===== src/iod_pkg.sv =====
// Functional notes
// RULE1 - With the extension on, an access-bank operand up to 5Fh is an offset from the stack frame pointer, not an absolute address.
// RULE2 - Pattern 0010 01d0 kkkk kkkk adds the accumulator to the byte at pointer plus k and routes the sum to the chosen destination.
// RULE3 - For the indexed add, destination bit 0 writes the accumulator and 1 (the default) writes the data byte.
// RULE4 - The indexed add updates negative, overflow, carry, digit-carry and zero from the sum.
// RULE5 - Each indexed instruction is one word and one instruction cycle: decode, offset read, process, write. The fill issues no operand read strobe in the code.
// RULE6 - Pattern 1000 bbb0 kkkk kkkk sets bit b (0 to 7) of the byte at pointer plus k, flags untouched.
// RULE7 - Pattern 0110 1000 kkkk kkkk writes FFh to the byte at pointer plus k (offset 0 to 95), flags untouched.
// RULE8 - Extension and indexed addressing stay off while the enable configuration bit is 0.
// RULE9 - Reinterpretation applies only when the access bit is 0; with 1 the bank select register picks the bank.
// RULE10 - With the extension off, operands are absolute addresses in the access bank or selected bank.
// RULE11 - Effective address is the unsigned sum of pointer and zero-extended offset; the pointer is not modified.
package iod_pkg;
    localparam int ADDR_W = 12;
    localparam logic [7:0] OFFSET_LIMIT = 8'h5F;
    localparam logic [7:0] ACCESS_SPLIT = 8'h60;
    localparam logic [3:0] ACCESS_HIGH_BANK = 4'hF;
    localparam logic [7:0] ALL_ONES = 8'hFF;
    localparam logic [5:0] OPC_ADD_HI = 6'h09;
    localparam logic [3:0] OPC_BSET_HI = 4'h8;
    localparam logic [7:0] OPC_FILL_HI = 8'h68;
    localparam int BIT_ACCESS = 8;
    localparam int BIT_DEST = 9;
    localparam int FLAG_C = 0;
    localparam int FLAG_DC = 1;
    localparam int FLAG_Z = 2;
    localparam int FLAG_OV = 3;
    localparam int FLAG_N = 4;
    localparam logic [4:0] FLAGS_RST = 5'h00;
    localparam logic [7:0] ACCUM_RST = 8'h00;
    localparam logic [3:0] PHASE_RST = 4'h1;
    typedef enum logic [3:0] {
        IOD_Q1 = 4'b0001,
        IOD_Q2 = 4'b0010,
        IOD_Q3 = 4'b0100,
        IOD_Q4 = 4'b1000
    } iod_phase_e;
endpackage


===== src/iod_ea_gen.sv =====
`timescale 1ns/1ps
// ****************************************************************
// Effective address former
// ****************************************************************
module iod_ea_gen #(
    parameter int AW = 12
) (
    // Operand sources
    input wire logic [AW-1:0] i_frame_ptr,
    input wire logic [7:0] i_operand,
    input wire logic [3:0] i_bank_sel,
    input wire logic i_access_bit,
    input wire logic i_ext_en,
    // Result
    output logic [AW-1:0] o_addr,
    output logic o_indexed
);
    if (AW != 12) begin : g_bad_width
        $error("iod_ea_gen serves an address width of twelve only");
    end
    always_comb begin
        o_indexed = i_ext_en && !i_access_bit
                    && (i_operand <= iod_pkg::OFFSET_LIMIT); // RULE1 RULE8 RULE9
        if (o_indexed) begin
            o_addr = i_frame_ptr + {4'h0, i_operand}; // RULE11
        end else if (i_access_bit) begin
            o_addr = {i_bank_sel, i_operand}; // RULE9 RULE10
        end else if (i_operand < iod_pkg::ACCESS_SPLIT) begin
            o_addr = {4'h0, i_operand}; // RULE10
        end else begin
            o_addr = {iod_pkg::ACCESS_HIGH_BANK, i_operand}; // RULE10
        end
    end
endmodule


===== src/iod_core.sv =====
`timescale 1ns/1ps
module iod_core (
    // Clock and reset
    input wire logic i_clk_sys,
    input wire logic i_rst_b,
    // Configuration and core context
    input wire logic i_ext_set_en,
    input wire logic [15:0] i_opcode,
    input wire logic i_opcode_valid,
    input wire logic [11:0] i_stack_frame_pointer,
    input wire logic [3:0] i_bank_select_register,
    // Data memory read data
    input wire logic [7:0] i_mem_rdata,
    // Data memory port
    output logic [11:0] o_mem_addr,
    output logic o_mem_rd,
    output logic o_mem_wr,
    output logic [7:0] o_mem_wdata,
    // Core state
    output logic [7:0] o_accum,
    output logic [4:0] o_flags,
    output logic o_indexed,
    output logic o_done,
    output logic [3:0] o_phase
);
    // ****************************************************************
    // State
    // ****************************************************************
    // Operation latched at decode
    typedef enum logic [1:0] {
        IOD_OP_NONE = 2'h0,
        IOD_OP_ADD = 2'h1,
        IOD_OP_BSET = 2'h2,
        IOD_OP_FILL = 2'h3
    } iod_op_e;
    // Whole module state as one record
    typedef struct packed {
        iod_pkg::iod_phase_e phase;
        iod_op_e op;
        logic dest_file;
        logic [2:0] bitno;
        logic [11:0] addr;
        logic indexed;
        logic [7:0] data;
        logic [7:0] accum;
        logic [4:0] flags;
        logic mem_rd;
        logic mem_wr;
        logic done;
    } iod_state_s;
    // ****************************************************************
    // Signals
    // ****************************************************************
    iod_state_s st_q;
    iod_state_s st_d;
    logic [11:0] ea;
    logic ea_indexed;
    logic [8:0] sum;
    logic [4:0] nib;
    logic [7:0] opnd;
    logic [7:0] bit_mask;
    logic dec_add;
    logic dec_bset;
    logic dec_fill;
    logic add_c;
    logic add_dc;
    logic add_z;
    logic add_n;
    logic add_ov;
    // ****************************************************************
    // Elaboration checks
    // ****************************************************************
    // Address ports are fixed at twelve bits
    if (iod_pkg::ADDR_W != 12) begin : g_bad_width
        $error("iod_core serves a twelve bit address only");
    end
    // ****************************************************************
    // Address forming
    // ****************************************************************
    iod_ea_gen #(.AW(iod_pkg::ADDR_W)) u_ea (
        .i_frame_ptr(i_stack_frame_pointer),
        .i_operand(i_opcode[7:0]),
        .i_bank_sel(i_bank_select_register),
        .i_access_bit(i_opcode[iod_pkg::BIT_ACCESS]),
        .i_ext_en(i_ext_set_en),
        .o_addr(ea),
        .o_indexed(ea_indexed)
    );
    // ****************************************************************
    // Opcode decode
    // ****************************************************************
    // Upper fields only, so add and bit set decode with either access bit value; fill needs access bit 0
    assign dec_add = i_opcode[15:10] == iod_pkg::OPC_ADD_HI; // RULE2
    assign dec_bset = i_opcode[15:12] == iod_pkg::OPC_BSET_HI; // RULE6
    assign dec_fill = i_opcode[15:8] == iod_pkg::OPC_FILL_HI; // RULE7
    // ****************************************************************
    // Operand and arithmetic
    // ****************************************************************
    // Read data is used in the quarter it arrives, not a cycle late
    assign opnd = st_q.mem_rd ? i_mem_rdata : st_q.data;
    // Nine bits keep the carry out
    assign sum = {1'b0, st_q.accum} + {1'b0, opnd};
    assign nib = {1'b0, st_q.accum[3:0]} + {1'b0, opnd[3:0]};
    assign bit_mask = 8'h01 << st_q.bitno; // RULE6
    // ****************************************************************
    // Status results of the add
    // ****************************************************************
    assign add_c = sum[8]; // RULE4
    assign add_dc = nib[4]; // RULE4
    assign add_z = sum[7:0] == 8'h00; // RULE4
    assign add_n = sum[7]; // RULE4
    // Overflow: like signs in, the other sign out
    assign add_ov = (st_q.accum[7] == opnd[7])
        && (sum[7] != st_q.accum[7]); // RULE4
    // ****************************************************************
    // Next state
    // ****************************************************************
    always_comb begin
        st_d = st_q;
        st_d.mem_rd = 1'b0;
        st_d.mem_wr = 1'b0;
        st_d.done = 1'b0;
        case (st_q.phase)
            // Decode and latch the operand address
            iod_pkg::IOD_Q1: begin
                st_d.op = IOD_OP_NONE;
                if (i_opcode_valid) begin
                    if (dec_add) begin
                        st_d.op = IOD_OP_ADD; // RULE2
                    end else if (dec_bset) begin
                        st_d.op = IOD_OP_BSET; // RULE6
                    end else if (dec_fill) begin
                        st_d.op = IOD_OP_FILL; // RULE7
                    end
                end
                // Latched every slot; unused unless an op was taken
                st_d.dest_file = i_opcode[iod_pkg::BIT_DEST]; // RULE3
                st_d.bitno = i_opcode[11:9];
                st_d.addr = ea;
                st_d.indexed = ea_indexed;
                st_d.phase = iod_pkg::IOD_Q2;
            end
            // Operand read strobe
            iod_pkg::IOD_Q2: begin
                st_d.mem_rd = (st_q.op == IOD_OP_ADD)
                              || (st_q.op == IOD_OP_BSET); // RULE5
                st_d.phase = iod_pkg::IOD_Q3;
            end
            // Process the operand taken from the read
            iod_pkg::IOD_Q3: begin
                case (st_q.op)
                    IOD_OP_ADD: begin
                        st_d.data = sum[7:0]; // RULE2
                        st_d.flags[iod_pkg::FLAG_C] = add_c; // RULE4
                        st_d.flags[iod_pkg::FLAG_DC] = add_dc; // RULE4
                        st_d.flags[iod_pkg::FLAG_Z] = add_z; // RULE4
                        st_d.flags[iod_pkg::FLAG_N] = add_n; // RULE4
                        st_d.flags[iod_pkg::FLAG_OV] = add_ov; // RULE4
                    end
                    IOD_OP_BSET: begin
                        st_d.data = opnd | bit_mask; // RULE6
                    end
                    IOD_OP_FILL: begin
                        st_d.data = iod_pkg::ALL_ONES; // RULE7
                    end
                    default: begin
                        st_d.data = st_q.data;
                    end
                endcase
                st_d.phase = iod_pkg::IOD_Q4;
            end
            // Write to the destination
            iod_pkg::IOD_Q4: begin
                if (st_q.op == IOD_OP_ADD && !st_q.dest_file) begin
                    st_d.accum = st_q.data; // RULE3
                end else if (st_q.op != IOD_OP_NONE) begin
                    st_d.mem_wr = 1'b1; // RULE3 RULE5
                end
                st_d.done = (st_q.op != IOD_OP_NONE); // RULE5
                st_d.phase = iod_pkg::IOD_Q1;
            end
            // Not reachable with one-hot codes; recover to decode
            default: begin
                st_d.phase = iod_pkg::IOD_Q1;
            end
        endcase
    end
    // ****************************************************************
    // State register
    // ****************************************************************
    always_ff @(posedge i_clk_sys or negedge i_rst_b) begin
        if (!i_rst_b) begin
            st_q <= '{
                phase: iod_pkg::IOD_Q1,
                op: IOD_OP_NONE,
                dest_file: 1'b1,
                bitno: 3'h0,
                addr: 12'h000,
                indexed: 1'b0,
                data: 8'h00,
                accum: iod_pkg::ACCUM_RST,
                flags: iod_pkg::FLAGS_RST,
                mem_rd: 1'b0,
                mem_wr: 1'b0,
                done: 1'b0
            };
        end else begin
            st_q <= st_d;
        end
    end
    // ****************************************************************
    // Outputs
    // ****************************************************************
    // Every output is a field of the state register
    assign o_mem_addr = st_q.addr;
    assign o_mem_rd = st_q.mem_rd;
    assign o_mem_wr = st_q.mem_wr;
    assign o_mem_wdata = st_q.data;
    assign o_accum = st_q.accum;
    assign o_flags = st_q.flags;
    assign o_indexed = st_q.indexed;
    assign o_done = st_q.done;
    assign o_phase = st_q.phase;
endmodule


===== config.mk =====
export PLATFORM = sky130hd
export DESIGN_NAME = iod_core
export DESIGN_NICKNAME = d
export VERILOG_FILES = /design/src/iod_pkg.sv /design/src/iod_ea_gen.sv /design/src/iod_core.sv
export SDC_FILE = /design/constraint.sdc
export NUM_CORES = 1
export LEC_CHECK = 0
export BUFFER_PORTS_ARGS = -buffer_cell sky130_fd_sc_hd__clkbuf_2
export CAP_MARGIN = 20
export CORE_ASPECT_RATIO = 0.5
export CORE_MARGIN = 5
export CORE_UTILIZATION = 30
export CTS_CLUSTER_DIAMETER = 150
export DETAILED_ROUTE_END_ITERATION = 8
export PLACE_DENSITY = 0.48
export SYNTH_ARGS = -nofsm -noshare
export SYNTH_HDL_FRONTEND = slang
export SYNTH_SLANG_ARGS = --single-unit

===== constraint.sdc =====
create_clock -name i_clk_sys -period 2.98 [get_ports i_clk_sys]
set_input_delay 0.149 -clock i_clk_sys [delete_from_list [all_inputs] [get_ports i_clk_sys]]
set_output_delay 0.149 -clock i_clk_sys [all_outputs]
set_load 0.05 [all_outputs]

== Word-level counts from Yosys, hierarchy flattened ==
Index checks and enable logic that the tools add are counted.

* Multiplexer cells: 14
* Add/subtract/negate cells: 3
* Shift operators: 1
* Bitwise operators: 1
* Multiply operators: 0
* Div/mod/pow operators: 0
* Reductions and logical operators: 13
* Equality and inequality tests: 12
* $lt $le $gt $ge: 2

{| class="wikitable"
|+ Operator list
! cell !! number
|-
| 2-to-1 mux 12 bit || 3
|-
| one-hot mux 8 bit (3 select lines) || 1
|-
| adder 12 x 8 -> 12 bit || 1
|-
| one-hot mux 4 bit (3 select lines) || 1
|-
| 2-to-1 mux 2 bit || 5
|-
| adder 8 x 8 -> 9 bit || 1
|-
| == test 4 bit, second input constant || 2
|-
| == test 8 x 7 -> 1 bit, second input constant || 1
|-
| <= comparator 8 x 7 -> 1 bit, second input constant || 1
|-
| logical NOT 8 bit || 1
|-
| < comparator 8 x 7 -> 1 bit, second input constant || 1
|-
| 2-to-1 mux 8 bit || 1
|-
| bitwise OR 8 bit || 1
|-
| << shifter 1 x 3 -> 8 bit, first input constant || 1
|-
| == test 6 x 4 -> 1 bit, second input constant || 1
|-
| AND reduction 2 bit || 3
|-
| adder 4 x 4 -> 5 bit || 1
|-
| == test 2 bit, second input constant || 2
|-
| == test 4 x 1 -> 1 bit, second input constant || 1
|-
| == test 4 x 2 -> 1 bit, second input constant || 1
|-
| == test 4 x 3 -> 1 bit, second input constant || 1
|-
| logical AND 1 bit || 4
|-
| 2-to-1 mux 1 bit || 3
|-
| nonzero test 3 bit || 1
|-
| other kinds (6) || 7
|}

* Input bits: 44
* Latch bits: 0
* Memories: 0
* RAM bits: 0
* Output and inout bits: 41
* Bits in read-only memories: 0
* Register bits: 47

== Logic depth before layout (Yosys ltp) ==
* Depth in word-level cells: 5
* Gate-level depth with buffers: 11
* Mapped depth without buffers: 10

== Modules after synthesis ==
A second synthesis with hierarchy kept.

* Cell total of the unflattened synthesis: 343
* Area, all modules: 3359.5 um2

{| class="wikitable"
|+ By module, submodules not included
! module !! area each (um2) !! cells each !! times used !! sequential area each (um2)
|-
| iod_core || 2731.4 || 252 || 1 || 1178.6
|-
| iod_ea_gen || 628.1 || 91 || 1 || 0.0
|}

== Worst setup path after synthesis ==
Ideal clock, no wire load.

* Path type: reg2reg
* Start point: register st_q, in the netlist o_mem_rd
* End point: register st_q, in the netlist o_flags[2]
* Period minus slack after synthesis: 2.938 ns
* Path buffers: 1
* Arrival: 2.817 ns
* Required time: 2.859 ns
* Slack: 0.042 ns
* Stages on the path, launching flop included: 11
* Setup time: 0.121 ns
* Cell sequence: dfrtp_1 -> clkbuf_1 -> mux2i_1 -> inv_1 -> ha_1 -> a211oi_2 -> o21bai_1 -> a2111oi_2 -> a21oi_2 -> xnor2_2 -> a32o_2

* Cells in the longest elaborated chain, start to end: 3

{| class="wikitable"
|+ RTL lines
! what !! RTL line !! source
|-
| start: declaration || iod_core.sv:54 || <nowiki>iod_state_s st_q;</nowiki>
|-
| start signal: assignment || iod_core.sv:193 || <nowiki>st_q <= '{</nowiki>
|-
| start signal: assignment || iod_core.sv:208 || <nowiki>st_q <= st_d;</nowiki>
|-
| 2-to-1 mux 8 bit || iod_core.sv:100 || <nowiki>assign opnd = st_q.mem_rd ? i_mem_rdata : st_q.data;</nowiki>
|-
| adder 8 x 8 -> 9 bit || iod_core.sv:102 || <nowiki>assign sum = {1'b0, st_q.accum} + {1'b0, opnd};</nowiki>
|-
| logical NOT 8 bit || iod_core.sv:110 || <nowiki>assign add_z = sum[7:0] == 8'h00;</nowiki>
|}

Every way passes these cells.
A chain may end at the register's enable or synchronous reset.

== Final worst setup path ==
Ends and elaborated chain as after synthesis.

==> reports/qor.yml <==
timing:
  setup-tns-final_ns: 0
  skew_ns: 0.00707
  worstMarginPinSlew_ns: 0.623
  fin_crit_ns: 2.75
  setup_violations: 0
  fin_crit_sh: 0.921
  hold_viol: 0
  max_freq_mhz: 364
  rsz0062_at_grt: "false"
  max_slew_margin: 0.585
  report.final.slew_viol_count: 0
pwr:
  power_frac_clock: 0.334
  switching_share: 0.335
  p_switching_mw: 0.637
  leakagePower_nw: 1.77
  internal-power_mw: 1.27
  p_seq_frac: 0.382
  peakVddDrop_uv: 234
  power_density_nw_per_um2: 509
  comb_power_share: 0.284
clock_network:
  clockRootBuffer: "clkbuf_16"
  cts-buffers-inserted: 5
  htreeDepth: 2
  clkTransAtPathRegs_ns: 0.07
  clk_latency_ns: 0.29
  cts_tree: "built"
  clkSinkCount: 47
  cts.repair.resized: 0
  clk_path_buf_depth: 2
final_layout:
  nets: 465
  drive_gt1_frac: 0.300
  syn2layout_area_growth_pct: 14.2
  design_area_um2: 3740
  n_antenna_cell: 0
worst_setup_path:
  crit_cells: 9
  reg2reg_depth: 9
  path_cells: "mux2i_1 -> inv_1 -> ha_1 -> a211oi_2 -> o21bai_1 -> a2111oi_2 -> a21oi_2 -> xnor2_2 -> a32o_2"
  start_kind: "flop"
  r2r_start: "o_mem_rd"
  cp-endpoint: "o_flags[2]"
  arrival_ns: 2.92
  cp_num_buf_inv: 1
  slowest_delay_ns: 0.60
  slowest_stage: "dfrtp_1"
  cp.required_ns: 3.16
  critPathLaunch: "o_mem_rd"
  end_kind: "flop"
  path_max_fanout: 9
  r2r_setup_slack_ns: 0.23
  regToRegEndpoint: "o_flags[2]"
  critPathTopFamily: "compound AO/OA/AOI/OAI gates"
  critPathKind: "reg -> reg"
drt:
  dr.pass1.iters: 4
  ant_nets: 0
  route.vias.total: 2549
  viasPerCell: 4.68
  drc: 0
  routed_wl_um: 7880
  drtIter0Drc: 121
  wl_per_cell_um: 14.5
synth:
  async_reset_ff_frac: 1.00
  synth.distinct_cells: 57
  synth_compound_area_frac: 0.167
  synth-seq-cells: 47
  synth_top_family_by_area: "compound AO/OA/AOI/OAI gates"
  synth_cells: 353
  synth_xor_area_frac: 0.0317
  synth_ff_type: "dfrtp_1"
  synth_area_um2: 3280
  synth-edff-count: 0
  synth_mux_area_frac: 0.0737
  syn-num-nets: 419
  synthSimpleGateAreaFrac: 0.163
  yosys_warnings: 0
  synthesis.area_per_instance_um2: 9.28
  ys_seq_area_frac: 0.360
  synthAdderAreaFrac: 0.0886
die:
  die_h_um: 83.9
  start_util: 0.302
  core.rowCount: 27
  dieWidth_um: 158
  dieArea_um2: 13200
  fp.coreArea_um2: 10800
  io-pin-count: 85
place:
  place.detailed.hpwl_um: 6250
  numPortBuffers: 84
  placed_area_um2: 3570
  globalplace.congestion: 0.834
hold_path:
  hp-class: "in -> reg"
global_routing:
  grt.overflow.total: 0
  grt_pass1_wl_um: 13200
  antenna_found_initial: 0
  grt_max_degree: 26
  grt_pass1_vias: 2597
  track_usage: 0.124
flow_run:
  cap_violations: 0
status:
  status: "finished clean"
-- state kept, by name, summed over array words and instances (netlist names) --
name	cells
o_phase	4
o_accum	8
o_mem_rd	1
o_mem_wdata	8
o_done	1
o_indexed	1
o_flags	5
st_q	6
o_mem_wr	1
o_mem_addr	12
-- synthesized netlist by cell type (3+ instances only) --
| master | instances | area (um2) |
|---|---|---|
| buf_4 | 38 | 285 |
| o21ai_0 | 28 | 140 |
| nand2b_1 | 4 | 25.0 |
| o22ai_1 | 3 | 18.8 |
| o31ai_1 | 4 | 30.0 |
| nor3_1 | 7 | 35.0 |
| clkbuf_1 | 7 | 26.3 |
| nor2b_1 | 8 | 50.1 |
| dfrtp_1 | 45 | 1130 |
| o32ai_1 | 5 | 43.8 |
| mux2i_1 | 5 | 50.1 |
| ha_1 | 20 | 250 |
| mux2_2 | 17 | 191 |
| o211ai_1 | 5 | 37.5 |
| a21o_1 | 3 | 22.5 |
| and2_1 | 3 | 18.8 |
| nor4b_1 | 4 | 35.0 |
| nor2_1 | 20 | 75.1 |
| a21oi_1 | 15 | 75.1 |
| inv_1 | 13 | 48.8 |
| xor2_1 | 6 | 52.6 |
| xnor2_1 | 4 | 35.0 |
| nand2_1 | 40 | 150 |
| and3_1 | 4 | 25.0 |
| a211oi_1 | 6 | 45.0 |
-- power by group through the flow --
stage	clock network (mW)	logic [mW]	registers, mW
after CTS	0.656	0.545	0.729
after global routing	0.695	0.594	0.737
final	0.636	0.540	0.728
after detailed placement	0	0.543	0.741
after global placement	0	0.542	0.741
after floorplan	0	0.464	0.727
-- routing by layer --
metal | routed length, um | track usage | share of wire
met1 | 3870 | 0.174 | 0.49
met2 | 3550 | 0.194 | 0.45
met3 | 371 | 0.0269 | 0.047
met4 | 95 | 0.0312 | 0.012
met5 | 0 | 0 | 0
-- worst min path at each step --
| stage | from | to | slack (ns) | depth (start not counted) |
|---|---|---|---|---|
| floorplan | i_rst_b | o_accum[0] | -0.15 | 0 |
| global placement | i_rst_b | o_mem_wdata[0] | 0.20 | 1 |
| detailed placement | i_rst_b | o_mem_wdata[3] | 0.20 | 1 |
| CTS | i_opcode[10] | st_q[38] | 0.07 | 3 |
| global route | i_opcode[10] | st_q[38] | 0.09 | 3 |
| finish | i_opcode[10] | st_q[38] | 0.08 | 3 |
-- layout by cell type (no fill, tap or decap), types with 7 or more instances in the layout --
| cell type | synthesis | layout |
|---|---|---|
| a21oi_1 | 15 | 15 |
| nor2_1 | 20 | 20 |
| inv_1 | 13 | 13 |
| o21ai_0 | 28 | 28 |
| nor2b_1 | 8 | 8 |
| dfrtp_1 | 45 | 45 |
| nand2_1 | 40 | 40 |
| nor3_1 | 7 | 7 |
| ha_1 | 20 | 20 |
| mux2_2 | 17 | 17 |
| clkbuf_2 | 1 | 84 |
-- tightest hold or removal path: cells and delay by family --
kind                   cells  cell delay (ns)
buffers and inverters      1             0.09
and+or+nand+nor            2             0.10
-- area by class of cell --
class | instances | area [um2]
Multi-Input combinational cell | 244 | 1720
Fill cell | 1145 | 7100
Timing Repair Buffer | 87 | 445
Tap cell | 145 | 181
Inverter | 14 | 52.6
Sequential cell | 47 | 1180
Clock inverter | 1 | 30.0
Clock buffer | 7 | 133
-- logic make-up after synthesis --
| kind of cell | after synthesis |
|---|---|
| AND/OR/NAND/NOR | 105 |
| AO/OA/AOI/OAI | 84 |
| buffers and inverters | 62 |
| flip-flops | 47 |
| multiplexers | 22 |
| adder cells (fa/ha/maj) | 22 |
| XOR/XNOR | 11 |
-- metrics by stage --
step,instances,worst slack (ns),util,total power [mW],hold WS (ns)
finish,545,0.235,0.345,1.90,0.0763
global route,545,0.00732,0.345,2.03,0.0882
CTS,545,0.206,0.345,1.93,0.0733
detailed placement,536,0.199,0.329,1.28,0.199
global placement,536,0.288,0.329,1.28,0.204
floorplan,353,0.0417,-,1.19,-0.147
-- what timing repair did --
| item | 4_1_cts | 5_1_grt |
|---|---|---|
| endpoints found under the hold margin | 23 | 0 |
| hold buffers | 1 | 0 |
| endpoints found under the setup margin | 0 | 0 |
| buffers inserted | 0 | 0 |
Note: power is estimated with default switching activity, not from simulation.
